[config.mk]
export PLATFORM = sky130hd
export DESIGN_NAME = ihpm_top
export DESIGN_NICKNAME = d
export VERILOG_FILES = /design/src/hw/ihpm_pkg.sv /design/src/hw/ihpm_pad_sel.sv /design/src/hw/ihpm_top.sv
export VERILOG_INCLUDE_DIRS = /design/src /design/src/hw
export SDC_FILE = /design/constraint.sdc
export NUM_CORES = 1
export LEC_CHECK = 0
export BUFFER_PORTS_ARGS = -buffer_cell sky130_fd_sc_hd__buf_2
export CORE_MARGIN = 1
export CORE_UTILIZATION = 35
export CTS_CLUSTER_DIAMETER = 150
export DETAILED_ROUTE_END_ITERATION = 10
export GPL_TIMING_DRIVEN = 0
export PLACE_DENSITY = 0.68
export SETUP_SLACK_MARGIN = 0.4
export SYNTH_ARGS = -nofsm -noshare
export SYNTH_HDL_FRONTEND = slang
export SYNTH_SLANG_ARGS = --single-unit
[constraint.sdc]
create_clock -name core_clk_in -period 1.1 [get_ports core_clk_in]
set_input_delay 0.11 -clock core_clk_in [delete_from_list [all_inputs] [get_ports core_clk_in]]
set_output_delay 0.11 -clock core_clk_in [all_outputs]
set_load 0.03 [all_outputs]
[src/hw/ihpm_consts.svh]
`ifndef IHPM_CONSTS_SVH
`define IHPM_CONSTS_SVH

// ==========================================================================
// Pin numbering inside the block
`define IHPM_NPINS 2
`define IHPM_PIN_INDEX 0
`define IHPM_PIN_HOME 1

// ==========================================================================
// Port C pull-up enable register layout
`define IHPM_PUR_W 4
`define IHPM_PUR_BIT_INDEX 2
`define IHPM_PUR_BIT_HOME 3

// ==========================================================================
// Reset and idle levels
`define IHPM_PULLUP_RST 1'b1
`define IHPM_OE_N_OFF 1'b1
`define IHPM_OE_N_ON 1'b0
`define IHPM_PAD_OUT_RST 1'b0
`define IHPM_LEVEL_IDLE 1'b1
`define IHPM_SS_ACTIVE 1'b0
`define IHPM_SS_IDLE 1'b1

`endif

[src/hw/ihpm_pkg.sv]
// ==========================================================================
// Types shared by the pin multiplexer files
package ihpm_pkg;

  // Selected function of one pin
  typedef enum logic [2:0] {
    IHPM_FUNC_NONE    = 3'b000,
    IHPM_FUNC_DECODER = 3'b001,
    IHPM_FUNC_TIMER   = 3'b010,
    IHPM_FUNC_SPI     = 3'b011,
    IHPM_FUNC_GPIO    = 3'b100
  } ihpm_func_t;

  // Output request of one function towards one pad
  typedef struct packed {
    logic oe;
    logic val;
  } ihpm_drive_t;

  // Function configuration, loaded on a configuration strobe
  typedef struct packed {
    logic [1:0] gpio_mode;
    logic [1:0] timer_mode;
    logic index_pin_alternate_select;
    logic home_pin_alternate_select;
  } ihpm_cfg_t;

endpackage : ihpm_pkg

[src/hw/ihpm_pad_sel.sv]
`timescale 1ns/10ps
// ==========================================================================
// Per-pin output steering: only the selected function reaches the pad
module ihpm_pad_sel (
  // Selection
  input wire ihpm_pkg::ihpm_func_t func_in,
  // Function requests
  input wire ihpm_pkg::ihpm_drive_t timer_drv_in,
  input wire ihpm_pkg::ihpm_drive_t spi_drv_in,
  input wire ihpm_pkg::ihpm_drive_t gpio_drv_in,
  // Steered request
  output ihpm_pkg::ihpm_drive_t drv_out
);

  always_comb begin
    drv_out = '0;
    unique case (func_in)
      ihpm_pkg::IHPM_FUNC_NONE: begin
        drv_out = '0;
      end
      ihpm_pkg::IHPM_FUNC_DECODER: begin
        drv_out = '0;
      end
      ihpm_pkg::IHPM_FUNC_TIMER: begin
        drv_out = timer_drv_in; // RL16
      end
      ihpm_pkg::IHPM_FUNC_SPI: begin
        drv_out = spi_drv_in; // RL16
      end
      ihpm_pkg::IHPM_FUNC_GPIO: begin
        drv_out = gpio_drv_in; // RL16
      end
      default: begin
        drv_out = '0;
      end
    endcase
  end

endmodule : ihpm_pad_sel

[src/hw/ihpm_top.sv]
`timescale 1ns/10ps
// Summary of operation
// RL1: Full variant: index pin comes out of reset as decoder index input.
// RL2: Full variant: home pin comes out of reset as decoder home input.
// RL3: Reduced variant: pins select no function until software configures.
// RL4: Index pin level feeds the decoder index input when decoder selected.
// RL5: Home pin level feeds the decoder home input when decoder selected.
// RL6: Index alternate select bit routes serial MISO onto the index pin.
// RL7: Home alternate select bit routes serial slave select to the home pin.
// RL8: Clearing pull-up bit 2 removes the index pin pull-up.
// RL9: Clearing pull-up bit 3 removes the home pin pull-up.
// RL10: In GPIO mode each pin is an input or output on its own.
// RL11: MISO is sampled by a master and driven by a slave.
// RL12: Unselected slave leaves MISO undriven.
// RL13: Slave data sits on MISO half a serial clock before latching.
// RL14: In master mode slave select is an input flagging master contention.
// RL15: In slave mode asserted slave select addresses this device.
// RL16: Only the selected function drives the pad; all see its level. The serial interface sees it only on a pin set to the serial function.
`include "ihpm_consts.svh"

module ihpm_top (
  // Clock and reset
  input wire logic core_clk_in,
  input wire logic rst_n_in,
  // Variant strap, caught while reset is held
  input wire logic full_variant_in,
  // Function configuration
  input wire logic cfg_load_in,
  input wire ihpm_pkg::ihpm_cfg_t cfg_in,
  input wire logic [`IHPM_PUR_W-1:0] port_c_pullup_enable_register_in,
  // General purpose port
  input wire logic [`IHPM_NPINS-1:0] gpio_dir_in,
  input wire logic [`IHPM_NPINS-1:0] gpio_data_in,
  output logic [`IHPM_NPINS-1:0] port_c_pin_level_out,
  // Timer B channels two and three
  input wire ihpm_pkg::ihpm_drive_t [`IHPM_NPINS-1:0] timer_drive_in,
  output logic [`IHPM_NPINS-1:0] timer_level_out,
  // Quadrature decoder 1
  output logic decoder_index_input_out,
  output logic decoder_home_input_out,
  // Serial interface 1
  input wire logic spi_master_mode_in,
  input wire logic spi_miso_data_in,
  output logic serial1_master_in_slave_out_out,
  output logic serial1_slave_select_out,
  output logic spi_mode_fault_out,
  output logic spi_slave_selected_out,
  // Pads
  input wire logic [`IHPM_NPINS-1:0] pad_in_in,
  output logic [`IHPM_NPINS-1:0] pad_out_out,
  output logic [`IHPM_NPINS-1:0] pad_oe_n_out,
  output logic [`IHPM_NPINS-1:0] pad_pullup_out,
  // Status
  output ihpm_pkg::ihpm_func_t [`IHPM_NPINS-1:0] pin_func_out
);

  // ========================================================================
  // Function selection
  ihpm_pkg::ihpm_func_t [`IHPM_NPINS-1:0] func_ff;
  ihpm_pkg::ihpm_func_t [`IHPM_NPINS-1:0] nxt_func;
  logic [`IHPM_NPINS-1:0] alt_sel;

  assign alt_sel[`IHPM_PIN_INDEX] = cfg_in.index_pin_alternate_select;
  assign alt_sel[`IHPM_PIN_HOME] = cfg_in.home_pin_alternate_select;

  // GPIO wins, then the alternate serial function, then the timer
  always_comb begin
    for (int i = 0; i < `IHPM_NPINS; i++) begin
      if (cfg_in.gpio_mode[i]) begin
        nxt_func[i] = ihpm_pkg::IHPM_FUNC_GPIO; // RL10
      end else if (alt_sel[i]) begin
        nxt_func[i] = ihpm_pkg::IHPM_FUNC_SPI; // RL6 RL7
      end else if (cfg_in.timer_mode[i]) begin
        nxt_func[i] = ihpm_pkg::IHPM_FUNC_TIMER;
      end else begin
        nxt_func[i] = ihpm_pkg::IHPM_FUNC_DECODER;
      end
    end
  end

  // Reset default depends on the variant strap
  always_ff @(posedge core_clk_in) begin
    if (!rst_n_in) begin
      for (int i = 0; i < `IHPM_NPINS; i++) begin
        if (full_variant_in) begin
          func_ff[i] <= ihpm_pkg::IHPM_FUNC_DECODER; // RL1 RL2
        end else begin
          func_ff[i] <= ihpm_pkg::IHPM_FUNC_NONE; // RL3
        end
      end
    end else if (cfg_load_in) begin
      func_ff <= nxt_func;
    end
  end

  assign pin_func_out = func_ff;

  // ========================================================================
  // Serial interface pin roles
  logic spi_on_index;
  logic spi_on_home;
  logic ss_level;
  logic nxt_selected;
  logic nxt_fault;

  assign spi_on_index = func_ff[`IHPM_PIN_INDEX] == ihpm_pkg::IHPM_FUNC_SPI;
  assign spi_on_home = func_ff[`IHPM_PIN_HOME] == ihpm_pkg::IHPM_FUNC_SPI;
  assign ss_level = spi_on_home ? pad_in_in[`IHPM_PIN_HOME] : `IHPM_SS_IDLE;
  assign nxt_selected = !spi_master_mode_in &&
                        (ss_level == `IHPM_SS_ACTIVE); // RL15
  assign nxt_fault = spi_master_mode_in &&
                     (ss_level == `IHPM_SS_ACTIVE); // RL14

  always_ff @(posedge core_clk_in) begin
    if (!rst_n_in) begin
      serial1_slave_select_out <= `IHPM_SS_IDLE;
      spi_slave_selected_out <= 1'b0;
      spi_mode_fault_out <= 1'b0;
    end else begin
      serial1_slave_select_out <= ss_level; // RL7
      spi_slave_selected_out <= nxt_selected; // RL15
      spi_mode_fault_out <= nxt_fault; // RL14
    end
  end

  // Master samples MISO; idle high when the pin is elsewhere
  always_ff @(posedge core_clk_in) begin
    if (!rst_n_in) begin
      serial1_master_in_slave_out_out <= `IHPM_LEVEL_IDLE;
    end else if (spi_on_index && spi_master_mode_in) begin
      serial1_master_in_slave_out_out <= pad_in_in[`IHPM_PIN_INDEX]; // RL11
    end else begin
      serial1_master_in_slave_out_out <= `IHPM_LEVEL_IDLE;
    end
  end

  // ========================================================================
  // Output steering per pin
  ihpm_pkg::ihpm_drive_t [`IHPM_NPINS-1:0] spi_drv;
  ihpm_pkg::ihpm_drive_t [`IHPM_NPINS-1:0] gpio_drv;
  ihpm_pkg::ihpm_drive_t [`IHPM_NPINS-1:0] pad_drv;

  // Slave drives MISO only while addressed; slave select is never driven
  assign spi_drv[`IHPM_PIN_INDEX].oe = nxt_selected; // RL11 RL12
  assign spi_drv[`IHPM_PIN_INDEX].val = spi_miso_data_in; // RL13
  assign spi_drv[`IHPM_PIN_HOME] = '0; // RL14 RL15

  genvar g;
  generate
    for (g = 0; g < `IHPM_NPINS; g++) begin : g_pin
      assign gpio_drv[g].oe = gpio_dir_in[g]; // RL10
      assign gpio_drv[g].val = gpio_data_in[g];

      ihpm_pad_sel u_pad_sel (
        .func_in(func_ff[g]),
        .timer_drv_in(timer_drive_in[g]),
        .spi_drv_in(spi_drv[g]),
        .gpio_drv_in(gpio_drv[g]),
        .drv_out(pad_drv[g])
      );
    end
  endgenerate

  always_ff @(posedge core_clk_in) begin
    if (!rst_n_in) begin
      pad_oe_n_out <= {`IHPM_NPINS{`IHPM_OE_N_OFF}};
      pad_out_out <= {`IHPM_NPINS{`IHPM_PAD_OUT_RST}};
    end else begin
      for (int i = 0; i < `IHPM_NPINS; i++) begin
        pad_oe_n_out[i] <= pad_drv[i].oe ? `IHPM_OE_N_ON
                                         : `IHPM_OE_N_OFF; // RL16
        pad_out_out[i] <= pad_drv[i].val;
      end
    end
  end

  // ========================================================================
  // Pull-up control
  always_ff @(posedge core_clk_in) begin
    if (!rst_n_in) begin
      pad_pullup_out <= {`IHPM_NPINS{`IHPM_PULLUP_RST}};
    end else begin
      pad_pullup_out[`IHPM_PIN_INDEX] <=
        port_c_pullup_enable_register_in[`IHPM_PUR_BIT_INDEX]; // RL8
      pad_pullup_out[`IHPM_PIN_HOME] <=
        port_c_pullup_enable_register_in[`IHPM_PUR_BIT_HOME]; // RL9
    end
  end

  // ========================================================================
  // Input distribution: decoder, port and timer always see the pad level
  always_ff @(posedge core_clk_in) begin
    if (!rst_n_in) begin
      decoder_index_input_out <= `IHPM_LEVEL_IDLE;
      decoder_home_input_out <= `IHPM_LEVEL_IDLE;
      port_c_pin_level_out <= {`IHPM_NPINS{`IHPM_LEVEL_IDLE}};
      timer_level_out <= {`IHPM_NPINS{`IHPM_LEVEL_IDLE}};
    end else begin
      decoder_index_input_out <= pad_in_in[`IHPM_PIN_INDEX]; // RL4 RL16
      decoder_home_input_out <= pad_in_in[`IHPM_PIN_HOME]; // RL5 RL16
      port_c_pin_level_out <= pad_in_in; // RL10
      timer_level_out <= pad_in_in;
    end
  end

  logic rst_q_ff;
  logic strap_q_ff;
  always_ff @(posedge core_clk_in) begin
    rst_q_ff <= rst_n_in;
    strap_q_ff <= full_variant_in;
  end
endmodule : ihpm_top

==> qor.csv <==
stage,metric,value,unit
synth,Most used DFF post-synth,dfxtp_1,
power_and_ir_drop,Power Dens Cells,1210,mW/mm^2
global_routing,largest net degree at the start of global routing,11,
critical_path,CP Cell Sequence,nor3b_4 -> or3b_1,
die,width of the die,47.1,um
global_routing,initial antenna violation count,0,
placement,hpwl dp,1.05,mm
synth,Synth area leader,dfxtp_1,
timing,setup_tns,-0.0902,ns
clocking,CTS buffer count,3,
global_routing,gr usage total,15.2,%
final_layout,# fillers,150,
clocking,CTS max path bufs,2,
die,height of the die,47.1,um
critical_path,CP Capture Type,register,
timing,relative slew slack,80.4,%
critical_path,CP Launch Type,register,
clocking,"Reg clk slew, reported paths",0.10,ns
critical_path,"Largest stage delay, worst path",0.47,ns
timing,Slew @ Worst Pin,0.293,ns
detailed_routing,DRC,0,
global_routing,global-route wire length before repair,2.30,mm
final_layout,post-route cell area,0.00129,mm^2
die,Initial Util,39.0,%
die,core footprint,0.00182,mm^2
critical_path,critical path arrival,1.33,ns
synth,share of the synthesized area in the top cell type,33.8,%
power_and_ir_drop,Leakage,0.585,nW
timing,# setup viols final,2,
timing,fin crit share,105,%
critical_path,largest fanout on the critical path,3,
detailed_routing,Initial DRC Count,4,
synth,mux share of post-synthesis cell area,1.41,%
critical_path,cell class contributing the biggest share of worst-path delay,simple AND/OR/NAND/NOR gates,
critical_path,Required @ worst endpoint,1.27,ns
clocking,clk sink count,18,
final_layout,register area,437,um^2
run_status,failing checks,negative setup slack,
detailed_routing,post-route antenna net violation count,0,
synth,Syn Nets,89,
detailed_routing,Routed WL per cell,10.6,um
synth,post-synthesis compound-gate area fraction,6.69,%
worst_hold_path,Worst Hold Class,input port to register,
final_layout,fin nets,147,
critical_path,"Max stage delay cell, worst path",edfxtp_1,
synth,Synth async-reset ratio,0,%
timing,final count of hold timing violations,0,
power_and_ir_drop,Worst VDD drop,0.000757,V
clocking,CTS tree,yes,
global_routing,vias in the first global route,599,
run,maxcap violations,0,
timing,Tmin final,1.16,ns
final_layout,final core occ,71.1,%
synth,xor/xnor cell area share of the yosys netlist,0,%
synth,synth top area cells,"dfxtp_1 (34%), edfxtp_1 (25%), nand2b_1 (6.2%), nor2b_1 (4.4%), buf_4 (4.2%)",
timing,RSZ-0062 raised after global routing,yes,
timing,f_max,863,MHz
detailed_routing,vias per inst,4.40,
synth,post-synthesis adder-cell area fraction,0,%
synth,most numerous cell in the Yosys netlist,dfxtp_1,
die,io pins,48,
final_layout,n_diodes,0,
detailed_routing,vias,638,
detailed_routing,First-pass DRT Iterations,2,
synth,post-synthesis register bit count,18,
synth,Mapped Cells,63,
placement,Placer Congestion,0.658,
global_routing,remaining global-route overflow,0,
synth,register area share after synthesis,59.2,%
clocking,H-tree depth,1,
timing,final worst slack,-0.0589,ns
final_layout,Multi-input gate area,299,um^2
timing,Hold Slack,0.0308,ns
timing,Max Clock Skew,0.00290,ns
timing,max-slew violations,0,
synth,Syn. warnings,0,
die,die area,0.00221,mm^2
synth,Unique masters post-synth,24,
clocking,Root Driver,clkbuf_4,
critical_path,kind of critical path,register to register,
synth,synthesized area,711,um^2
synth,Mean Syn Cell Area,11.3,um^2
final_layout,area delta synth->final,82.2,%
final_layout,final std cells w/o fill,145,
clocking,clk_lat worst skew,0.28,ns
placement,buffers added on ports,45,
synth,largest family of logic cells by synthesized area,simple AND/OR/NAND/NOR gates,
detailed_routing,final WL,1.53,mm
placement,placed cell area,0.00100,mm^2
final_layout,share of layout cells above drive strength 1,67.5,%
die,# rows,15,
synth,Post-synth top cells,"dfxtp_1 (12), nand2b_1 (7), edfxtp_1 (6)",
synth,Post-synth EDFFs,6,
placement,DP Cell Count,133,
synth,simple-gate share of the synthesized area,26.4,%
run_status,outcome,finished with violations,
critical_path,Buf/Inv on CP,0,
[stage by stage]
stage          worst slack [ns]  total power [W]
4_1_cts                 -0.0274          0.00154
3_3_place_gp            -0.0357          0.00106
2_1_floorplan            -0.152         0.000961
6_report                -0.0589          0.00156
5_1_grt                 -0.0976          0.00164
3_5_place_dp            -0.0671          0.00106
[report_power, final]
part | total [W] | internal (W) | switching [W]
Sequential | 0.000768 | 0.000732 | 0.0000366
Clock | 0.000391 | 0.000201 | 0.000189
Combinational | 0.000402 | 0.000211 | 0.000191
Total | 0.00156 | 0.00114 | 0.000417
[placed cells by master, fill, tap and decap left out, types with 2 or more instances in the layout]
cell type      count
and2_1             2
buf_2             24
buf_4              6
buf_6             25
clkbuf_4           3
clkbuf_8           2
dfxtp_2           10
dlygate4sd3_1      2
edfxtp_1           6
inv_1              2
nand2b_1           5
nand2b_4           2
nand3b_1           2
nor2_1             5
nor2b_1            3
o21ai_0            2
[layout make-up]
| class | count | share of cell area (%) |
|---|---|---|
| inverters | 3 | 0.870 |
| flip-flops and latches | 18 | 33.7 |
| plain buffers | 5 | 4.54 |
| repair buffers | 53 | 32.6 |
| multi-input cells | 37 | 23.1 |
| well taps | 25 | 2.42 |
| clock buffers | 4 | 2.80 |
[repair_timing]
action	CTS	global route
endpoints found under the hold margin	1	1
gates resized for setup	54	9
pin swaps	6	3
endpoints found under the setup margin	30	31
hold buffers	1	1
buffers inserted	5	1
[per-layer routing]
| metal | part of all wire (%) | up-vias | global-route usage (%) |
|---|---|---|---|
| met4 | 0.39 | 0 | 6.86 |
| met1 | 37 | 285 | 15.0 |
| met3 | 4.4 | 2 | 3.85 |
| met2 | 58 | 24 | 29.4 |
| li1 | - | 327 | - |
| met5 | 0 | - | 0 |
[cells by family (layout without fill, tap and decap cells)]
| family | count (synthesis) | in the layout |
|---|---|---|
| AO/OA/AOI/OAI | 7 | 7 |
| buffers and inverters | 8 | 65 |
| AND/OR/NAND/NOR | 29 | 29 |
| multiplexers | 1 | 1 |
| flip-flops | 18 | 18 |
[state kept, by name, summed over array words and instances (netlist names)]
signal,flops
timer_level_out,2
pin_func_out,6
spi_mode_fault_out,1
serial1_slave_select_out,1
serial1_master_in_slave_out_out,1
pad_oe_n_out,2
spi_slave_selected_out,1
pad_out_out,2
pad_pullup_out,2
[final timing paths]
kind,startpoint,end,slack [ns],cells after the start
min reg2reg,pin_func_out[3]$_DFFE_PP_,pad_out_out[1]$_SDFF_PN0_,0.60,2
max reg2reg,pin_func_out[2]$_SDFFCE_PN0P_,serial1_master_in_slave_out_out$_SDFF_PN1_,-0.06,2
min,pad_in_in[0],timer_level_out[0]$_SDFF_PN1_,0.03,2
max,pin_func_out[2]$_SDFFCE_PN0P_,serial1_master_in_slave_out_out$_SDFF_PN1_,-0.06,2
Power figures use the tool's default switching activity.
